### src/common/e1txf_pkg.sv
// Constants and types for the E1 transmit format control block
package e1txf_pkg;
  localparam int CLK_PERIOD_NS = 4;
  localparam int BIT_PERIOD_NS = 488;
  localparam int BIT_DIV_CYC = (BIT_PERIOD_NS + CLK_PERIOD_NS - 1) / CLK_PERIOD_NS;
  localparam int FIFO_DEPTH = 4;
  localparam int BYTE_W = 8;
  // Register indices; byte address is four times the index
  localparam logic [5:0] IDX_TC1 = 6'h12;
  localparam logic [5:0] IDX_TC2 = 6'h13;
  localparam logic [5:0] IDX_ALIGN = 6'h20;
  localparam logic [5:0] IDX_NALIGN = 6'h21;
  localparam logic [5:0] IDX_STATUS = 6'h22;
  localparam logic [5:0] IDX_SIG_BASE = 6'h30;
  localparam logic [7:0] REG_RESET = 8'h00;
  localparam logic [7:0] ALL_ONES = 8'hFF;
  localparam logic [4:0] SLOT_FAS = 5'h00;
  localparam logic [4:0] SLOT_SIG = 5'h10;
  localparam logic [4:0] SLOT_LAST = 5'h1F;
  localparam logic [2:0] BIT_LAST = 3'h7;
  localparam logic [3:0] FRAME_EBIT_A = 4'hD;
  localparam logic [3:0] FRAME_EBIT_B = 4'hF;
  localparam int SI_POS = 7;

  typedef struct packed {
    logic line_output_format;
    logic slot_zero_pass_through;
    logic slot_sixteen_source_select;
    logic unframed_ones_force;
    logic international_bit_source;
    logic signaling_ones_force;
    logic tx_sync_mode_select;
    logic tx_sync_direction;
  } e1txf_ctl1_t;

  typedef struct packed {
    logic [4:0] spare_bit_select;
    logic pulse_width_mode;
    logic auto_ebit_enable;
    logic alarm_pin_function;
  } e1txf_ctl2_t;

  typedef enum logic [1:0] {
    AP_IDLE = 2'b01,
    AP_DONE = 2'b10
  } e1txf_apst_t;
endpackage

### src/core/e1txf_core.sv
// E1 transmit formatter with its control registers and backplane FIFO
//
// Register access over APB is this design's own decision.
`timescale 1ns/1ps

// Byte FIFO between the serial assembler and the formatter
module e1txf_fifo #(
  parameter int WIDTH = 8,
  parameter int DEPTH = 4
) (
  input wire logic clk,
  input wire logic rst,
  input wire logic in_valid,
  output logic in_ready,
  input wire logic [WIDTH-1:0] in_data,
  output logic out_valid,
  input wire logic out_ready,
  output logic [WIDTH-1:0] out_data
);
  localparam int AW = $clog2(DEPTH);
  typedef struct packed {
    logic [DEPTH-1:0][WIDTH-1:0] mem;
    logic [AW-1:0] wp;
    logic [AW-1:0] rp;
    logic [AW:0] cnt;
  } e1txf_fst_t;
  e1txf_fst_t s, n;
  logic wr, rd;

  // Pointers wrap at 2**AW, not at DEPTH, so depth should be a power of two
  always_comb begin
    n = s;
    wr = in_valid && in_ready;
    rd = out_valid && out_ready;
    if (wr) begin
      n.mem[s.wp] = in_data;
      n.wp = s.wp + 1'b1;
    end
    if (rd) n.rp = s.rp + 1'b1;
    n.cnt = s.cnt + (AW+1)'(wr) - (AW+1)'(rd);
  end

  always_ff @(posedge clk or posedge rst) begin
    if (rst) s <= '0;
    else s <= n;
  end

  assign in_ready = s.cnt != (AW+1)'(DEPTH);
  assign out_valid = s.cnt != '0;
  assign out_data = s.mem[s.rp];
endmodule

module e1txf_core import e1txf_pkg::*; #(
  parameter int BIT_DIV = BIT_DIV_CYC
) (
  input wire logic CORE_CLK,
  input wire logic RESET,
  input wire logic PSEL,
  input wire logic PENABLE,
  input wire logic PWRITE,
  input wire logic [7:0] PADDR,
  input wire logic [31:0] PWDATA,
  output logic [31:0] PRDATA,
  output logic PREADY,
  output logic PSLVERR,
  input wire logic BACKPLANE_SERIAL_IN,
  output logic LINE_OUT_POSITIVE,
  output logic LINE_OUT_NEGATIVE,
  output logic LINE_OUT_CLOCK,
  input wire logic TX_FRAME_MARKER_IN,
  output logic TX_FRAME_MARKER_OUT,
  output logic TX_FRAME_MARKER_OE_N
);
  localparam int HALF = BIT_DIV / 2;

  typedef struct packed {
    e1txf_apst_t ap;
    logic pready;
    logic pslverr;
    logic [31:0] prdata;
    e1txf_ctl1_t tc1;
    e1txf_ctl2_t tc2;
    e1txf_ctl1_t tc1_act;
    e1txf_ctl2_t tc2_act;
    logic [7:0] align;
    logic [7:0] nalign;
    logic [15:0][7:0] sig;
    logic [7:0] cnt;
    logic [2:0] bitn;
    logic [4:0] slot;
    logic [3:0] frame;
    logic [7:0] shin;
    logic [2:0] nin;
    logic push;
    logic [7:0] out_byte;
    logic ami_neg;
    logic lvl_pos;
    logic lvl_neg;
    logic pos;
    logic neg;
    logic lclk;
    logic mark_out;
    logic mark_oe_n;
    logic mark_in_q;
  } e1txf_st_t;

  e1txf_st_t s, n;
  logic fifo_ready, fifo_valid, pop, tick, mark_edge, bitv;
  logic [7:0] fifo_data;
  logic [5:0] idx;
  logic [8:0] rdv;

  // Register read mux; unmapped indices flag an error
  function automatic logic [8:0] rd_reg(input e1txf_st_t st, input logic [5:0] i);
    rd_reg = {1'b0, REG_RESET};
    if (i == IDX_TC1) rd_reg[7:0] = st.tc1;
    else if (i == IDX_TC2) rd_reg[7:0] = st.tc2;
    else if (i == IDX_ALIGN) rd_reg[7:0] = st.align;
    else if (i == IDX_NALIGN) rd_reg[7:0] = st.nalign;
    else if (i == IDX_STATUS) rd_reg[7:0] = {st.slot[3:0], st.frame};
    else if (i[5:4] == IDX_SIG_BASE[5:4]) rd_reg[7:0] = st.sig[i[3:0]];
    else rd_reg[8] = 1'b1;
  endfunction

  // Builds one outgoing timeslot byte from its sources
  function automatic logic [7:0] compose(input e1txf_st_t st, input logic [7:0] ser,
                                         input logic [4:0] sl, input logic [3:0] fr);
    logic [7:0] reg0;
    reg0 = fr[0] ? st.nalign : st.align;
    compose = ser;
    if (sl == SLOT_FAS) begin
      if (!st.tc1_act.slot_zero_pass_through) compose = reg0;
      compose[SI_POS] = st.tc1_act.international_bit_source ? reg0[SI_POS] : ser[SI_POS];
      if (st.tc2_act.auto_ebit_enable && (fr == FRAME_EBIT_A || fr == FRAME_EBIT_B))
        compose[SI_POS] = 1'b1;
    end else if (sl == SLOT_SIG) begin
      if (st.tc1_act.slot_sixteen_source_select) compose = st.sig[fr];
      if (st.tc1_act.signaling_ones_force) compose = ALL_ONES;
    end
  endfunction

  e1txf_fifo #(.WIDTH(BYTE_W), .DEPTH(FIFO_DEPTH)) u_fifo (
    .clk(CORE_CLK),
    .rst(RESET),
    .in_valid(s.push),
    .in_ready(fifo_ready),
    .in_data(s.shin),
    .out_valid(fifo_valid),
    .out_ready(pop),
    .out_data(fifo_data)
  );

  always_comb begin
    n = s;
    idx = PADDR[7:2];
    // Bit 8 of the read mux flags an unmapped index
    rdv = rd_reg(s, idx);
    tick = s.cnt == 8'(BIT_DIV - 1);
    pop = tick && s.bitn == BIT_LAST;
    mark_edge = TX_FRAME_MARKER_IN && !s.mark_in_q && !s.tc1_act.tx_sync_direction;
    n.mark_in_q = TX_FRAME_MARKER_IN;
    bitv = 1'b0;
    // APB slave: one wait state, write lands on the pready edge
    n.pready = 1'b0;
    n.pslverr = 1'b0;
    unique case (s.ap)
      AP_IDLE: begin
        if (PSEL && PENABLE) begin
          n.pready = 1'b1;
          n.pslverr = rdv[8];
          n.prdata = PWRITE ? 32'h0 : {24'h0, rdv[7:0]};
          n.ap = AP_DONE;
        end
      end
      AP_DONE: begin
        n.ap = AP_IDLE;
        n.prdata = 32'h0;
        if (PSEL && PENABLE && PWRITE && !s.pslverr) begin
          if (idx == IDX_TC1) n.tc1 = PWDATA[7:0];
          else if (idx == IDX_TC2) n.tc2 = PWDATA[7:0];
          else if (idx == IDX_ALIGN) n.align = PWDATA[7:0];
          else if (idx == IDX_NALIGN) n.nalign = PWDATA[7:0];
          else if (idx[5:4] == IDX_SIG_BASE[5:4]) n.sig[idx[3:0]] = PWDATA[7:0];
        end
      end
    endcase
    // Bit timing; an incoming marker realigns the frame
    n.cnt = tick ? 8'h00 : s.cnt + 8'h01;
    if (tick) begin
      n.bitn = s.bitn + 3'h1;
      if (pop) begin
        n.slot = s.slot + 5'h01;
        if (s.slot == SLOT_LAST) n.frame = s.frame + 4'h1;
      end
    end
    // marker input resets frame or multiframe
    if (mark_edge) begin
      n.cnt = 8'h00;
      n.bitn = 3'h0;
      n.slot = SLOT_FAS;
      if (s.tc1_act.tx_sync_mode_select) n.frame = 4'h0;
    end
    // controls change only at a frame boundary
    if (n.bitn == 3'h0 && n.slot == SLOT_FAS && n.cnt == 8'h00) begin
      n.tc1_act = s.tc1;
      n.tc2_act = s.tc2;
    end
    // Serial assembler; a full FIFO stalls it and bits are skipped
    if (s.push && fifo_ready) n.push = 1'b0;
    if (tick && !s.push) begin
      n.shin = {s.shin[6:0], BACKPLANE_SERIAL_IN};
      n.nin = s.nin + 3'h1;
      n.push = s.nin == BIT_LAST;
    end
    // Backplane leads the line by two timeslots; an empty FIFO sends ones
    if (pop) n.out_byte = compose(n, fifo_valid ? fifo_data : ALL_ONES, n.slot, n.frame);
    if (tick || mark_edge) begin
      bitv = n.out_byte[3'h7 - n.bitn];
      if (n.tc1_act.unframed_ones_force) bitv = 1'b1;
      if (n.tc1_act.line_output_format) begin
        n.lvl_pos = bitv;
        n.lvl_neg = 1'b0;
      end else begin
        n.lvl_pos = bitv && !s.ami_neg;
        n.lvl_neg = bitv && s.ami_neg;
        n.ami_neg = s.ami_neg ^ bitv;
      end
    end
    // half-width pulses drop at mid bit
    n.pos = n.lvl_pos && (!n.tc2_act.pulse_width_mode || n.cnt < 8'(HALF));
    n.neg = n.lvl_neg && (!n.tc2_act.pulse_width_mode || n.cnt < 8'(HALF));
    n.lclk = n.cnt < 8'(HALF);
    // marker pin direction; enable is active low
    n.mark_oe_n = !n.tc1_act.tx_sync_direction;
    n.mark_out = n.tc1_act.tx_sync_direction && n.slot == SLOT_FAS && n.bitn == 3'h0
                 && (!n.tc1_act.tx_sync_mode_select || n.frame == 4'h0);
  end

  // All state in one register
  always_ff @(posedge CORE_CLK or posedge RESET) begin
    if (RESET) begin
      s <= '0;
      s.ap <= AP_IDLE;
      s.mark_oe_n <= 1'b1;
    end else begin
      s <= n;
    end
  end

  assign PRDATA = s.prdata;
  assign PREADY = s.pready;
  assign PSLVERR = s.pslverr;
  assign LINE_OUT_POSITIVE = s.pos;
  assign LINE_OUT_NEGATIVE = s.neg;
  assign LINE_OUT_CLOCK = s.lclk;
  assign TX_FRAME_MARKER_OUT = s.mark_out;
  assign TX_FRAME_MARKER_OE_N = s.mark_oe_n;
endmodule

### config.mk
export PLATFORM = sky130hd
export DESIGN_NAME = e1txf_core
export DESIGN_NICKNAME = d
export VERILOG_FILES = /design/src/common/e1txf_pkg.sv /design/src/core/e1txf_core.sv
export SDC_FILE = /design/constraint.sdc
export NUM_CORES = 1
export LEC_CHECK = 0
export BUFFER_PORTS_ARGS = -buffer_cell sky130_fd_sc_hd__buf_2
export CORE_ASPECT_RATIO = 1.4
export CORE_MARGIN = 2
export CORE_UTILIZATION = 35
export DETAILED_ROUTE_END_ITERATION = 16
export REMOVE_ABC_BUFFERS = 1
export SLEW_MARGIN = 20
export SYNTH_ARGS = -nofsm -noshare
export SYNTH_HDL_FRONTEND = slang
export SYNTH_SLANG_ARGS = --single-unit
### constraint.sdc
create_clock -name CORE_CLK -period 9.2 [get_ports CORE_CLK]
set_input_delay 0.46 -clock CORE_CLK [delete_from_list [all_inputs] [get_ports CORE_CLK]]
set_output_delay 0.46 -clock CORE_CLK [all_outputs]
set_load 0.02 [all_outputs]
== Word level (Yosys, flattened, before mapping) ==
Index checks and enable logic that the tools add are counted.
W data, S select, Z words.
Storage, ports and cells
  flip-flop bits (word level): 300
  logic and storage cells: 213
Operators by class
  add/sub/neg operators: 10
  magnitude comparators: 8
  equal/unequal tests: 17
  muxes and demuxes: 63
  bitwise gates (word level): 3
  reductions and logical operators: 42
Operator list (number)
  $mux W144: 4
  $mux W128: 2
  $mux W8: 22
  $mux W136: 1
  $bwmux W128: 1
  $bmux W8 S4: 2
  $pmux W32 S2: 1
  $mux W36: 1
  $bwmux W32: 1
  $demux W8 S4: 1
  $logic_and A1 B1 Y1: 21
  $mux W20: 1
  $eq A6 B6 Y1 const B: 3
  $bmux W8 S2: 1
  $demux W8 S2: 1
  $mux W16: 1
  $mux W1: 13
  $eq A6 B5 Y1 const B: 2
  $mux W12: 1
  $eq A5 B5 Y1 const B: 2
  $lt A4 B5 Y1 const B: 2
  $mux W9: 1
  $add A8 B1 Y8 const B: 1
  $eq A4 B4 Y1 const B: 2
  other kinds (36): 55

== Longest topological paths before layout ==
  depth after elaboration: 27
  depth in mapped cells: 23
  gate-level depth less buffers: 20

== By module ==
A second synthesis with hierarchy kept.
Second synthesis, totals
  cells, all modules: 1405
  area, all modules: 15438.6 µm²
Modules (own cells, without submodules)
  e1txf_core: times used 1, cells each 1291, area an instance 13486.7 µm²
  e1txf_fifo: times used 1, cells each 114, area an instance 1951.9 µm²

== Worst setup path after synthesis ==
No wires, ideal clock.
  path type: reg-to-reg
  start: reg s[33] in the netlist's numbering
  end: reg s (netlist bit LINE_OUT_POSITIVE)
  library setup time: 0.134 ns
  data arrival time: 3.878 ns
  required time: 9.066 ns
  setup slack: 5.188 ns
  stages on the path, launching flop included: 20
  buffers on the path: 0
  cells stage by stage: dfrtp_1 -> ha_1 -> and3_1 -> ha_1 -> and3b_1 -> and4_4 -> a21oi_4 -> inv_4 -> mux2_4 -> o2111a_1 -> a2111oi_2 -> o2111a_1 -> a211oi_2 -> a211oi_1 -> a21bo_2 -> nand3_1 -> nand2_1 -> ha_1 -> o21ai_0 -> o22ai_1
RTL lines
  start: declaration: line e1txf_core.sv:107  | e1txf_st_t s, n;
  start signal: assignment: line e1txf_core.sv:246  | s <= n;

==> run summary <==
run status: finished, final reports clean
GRT Total Usage: 0.209
Slew @ Worst Pin: 1.12 ns
period utilisation layout: 0.612
routability cong.: 0.949
RSZ-0062 raised after global routing: no
routed length per placed instance: 23.4 um
largest net degree at the start of global routing: 125
Crit Path Max Fanout: 35
Clk Latency, worst-skew pair: 0.59 ns
CTS tree: done
TNS Setup: 0 ns
Root Driver: clkbuf_16
share of cells above drive strength 1: 0.220
die area: 46200 um^2
max-cap viol count: 0
FMAX: 0.178 GHz
Slew headroom: 0.250
Power Total: 2.77 mW
Top FF cell, synth: dfrtp_1
synthesized area per cell: 10.3 um^2
Tmin final: 5.63 ns
mapped cell area: 15600 um^2
CP Class: flop to flop
Max Slew Vio Count: 0
placed cell area: 15900 um^2
core outline area: 43900 um^2
number of synthesized register bits: 270
area leader, netlist: dfrtp_1
CTS Buffer Depth: 3
post-cts sizing count: 0
drt total wl: 48600 um
Die Y: 254 um
io pins: 86
Seq/Total Area, Yosys: 0.434
commonest non-fill, non-tap cells in the layout: nand2_1 (312), dfrtp_1 (268), mux2_2 (106)
final non-filler cell area: 17000 um^2
Die Width: 182 um
clk sinks: 270
async set or reset register ratio after synthesis: 1.00
Leak Pwr: 7.89 nW
Via Count: 12.2k
Final Hold Vio Count: 0
H-tree Lvls: 1
row count: 91
DR DRC count: 0
initial antenna violation count: 1
PD cells: 163 nW/um^2
Clk pin slew, worst setup/hold paths: 0.07 ns
# Post-CTS Setup Buffers: 0
Fin Hold WS: 0.0272 ns
dominant cells by area after synthesis: dfrtp_1 (43%), mux2_2 (7.7%), nand2_1 (7.5%)
instance count of the mapped netlist: 1517
final antenna-violating net count: 0
Critical Path Start Type: flop
critical path endpoint category: flop
global-route wire length before repair: 74400 um
synth unique cells: 113
Hold Crit Class: input port to flop
I/O Buffers: 35
crit path DAT: 6.16 ns
grt total ovfl: 0
vias in the first global route: 12.1k
vias per cell: 5.87
Max VDD drop: 0.132 mV
Area Overhead vs Synth: 9.36%
number of enable flip-flop cells after synthesis: 0
HPWL Detailed: 33400 um
drt initial violations: 1180
CP required: 9.73 ns
Final Setup Violations: 0
Yosys warning total: 0
DR pass1 iterations: 5
Yosys top cell area share: 0.431
CTS Buf Count: 28
Total Nets Final: 1560
# diodes: 0
most common cell after layout, fill and taps aside: nand2_1
CTS Hold Bufs: 0
initial core utilization: 0.354
skew final: 0.0486 ns
## metrics by stage
step | utilization | setup WS (ns) | std cells
final | 0.387 | 3.57 | 2074
after global routing | 0.387 | 3.25 | 2074
after CTS | 0.387 | 3.66 | 2074
after detailed placement | 0.363 | 3.65 | 2023
after global placement | 0.363 | 3.64 | 2023
after floorplan | - | 1.30 | 1410
## flip-flops by register name, summed over array words and instances (netlist names)
| name | flops |
|---|---|
| TX_FRAME_MARKER_OUT | 1 |
| u_fifo.s | 39 |
| LINE_OUT_CLOCK | 1 |
| s | 216 |
| TX_FRAME_MARKER_OE_N | 1 |
| PSLVERR | 1 |
| LINE_OUT_POSITIVE | 1 |
| PREADY | 1 |
| PRDATA | 8 |
| LINE_OUT_NEGATIVE | 1 |
## Yosys cell counts, types with 16 or more instances
cell type	number
ha_1	17
a21oi_1	22
buf_4	37
clkbuf_1	42
or3_1	27
nand2_1	312
nand3_1	26
inv_1	19
buf_2	32
a31oi_1	18
dfrtp_1	268
nor2_1	87
o21ai_0	64
mux2i_1	36
mux4_2	48
nor3_1	32
a211oi_1	16
mux2_2	106
## layer usage
| layer | GRT usage | vias up | wire [um] |
|---|---|---|---|
| met5 | 0 | - | 13 |
| met4 | 0.126 | 2 | 3110 |
| met3 | 0.0310 | 149 | 3110 |
| met2 | 0.349 | 535 | 23400 |
| met1 | 0.257 | 6069 | 18900 |
| li1 | - | 5410 | - |
## worst paths after layout
kind / start / to / slack, ns / cells past startpoint
setup reg to reg: s[41] / LINE_OUT_NEGATIVE / 3.57 / 19
setup / recovery: s[41] / LINE_OUT_NEGATIVE / 3.57 / 19
max in group asynchronous: RESET / s[97] / 7.52 / 3
min in group asynchronous: RESET / s[77] / 0.09 / 2
hold reg to reg: s[18] / s[18] / 0.47 / 1
hold / removal: TX_FRAME_MARKER_IN / s[0] / 0.03 / 1
## final cells by class
class                   instances  area, um^2
fillers                      4320       26900
multi-input cells            1116        8060
flip-flops and latches        270        6760
clock buffers                  30         728
well taps                     558         698
clock inverters                21         350
repair buffers                 55         329
inverters                      24         100
## power breakdown
group          switching (mW)  internal, mW
logic                   0.134        0.0616
registers              0.0241          1.21
clock network           0.514         0.826
total                   0.672          2.10
## logic make-up after synthesis
kind of cell / Yosys count / synth area share
flip-flops: 270 / 0.434
AO/OA/AOI/OAI: 247 / 0.115
multiplexers: 200 / 0.178
buffers and inverters: 154 / 0.0542
AND/OR/NAND/NOR: 611 / 0.194
XOR/XNOR: 16 / 0.00900
adder cells (fa/ha/maj): 18 / 0.0150
other: 1 / 0.000241
## critical path, stage by stage, from the launching register on
cell and delay [ns]:
dfrtp_1 0.46, ha_1 0.21, nand4bb_1 0.58, nor3_4 0.43, mux2_2 0.36, buf_4 0.27, inv_2 0.54, nor2_2 0.20
a2111oi_0 0.56, buf_4 0.25, nor3b_1 0.09, a2111oi_1 0.52, nand3_1 0.14, nand3_1 0.16, nand3_1 0.10, nand2_1 0.10
ha_1 0.14, nand2_1 0.05, o21ai_0 0.25, o21a_1 0.17
Note: power is estimated with default switching activity, not from simulation.
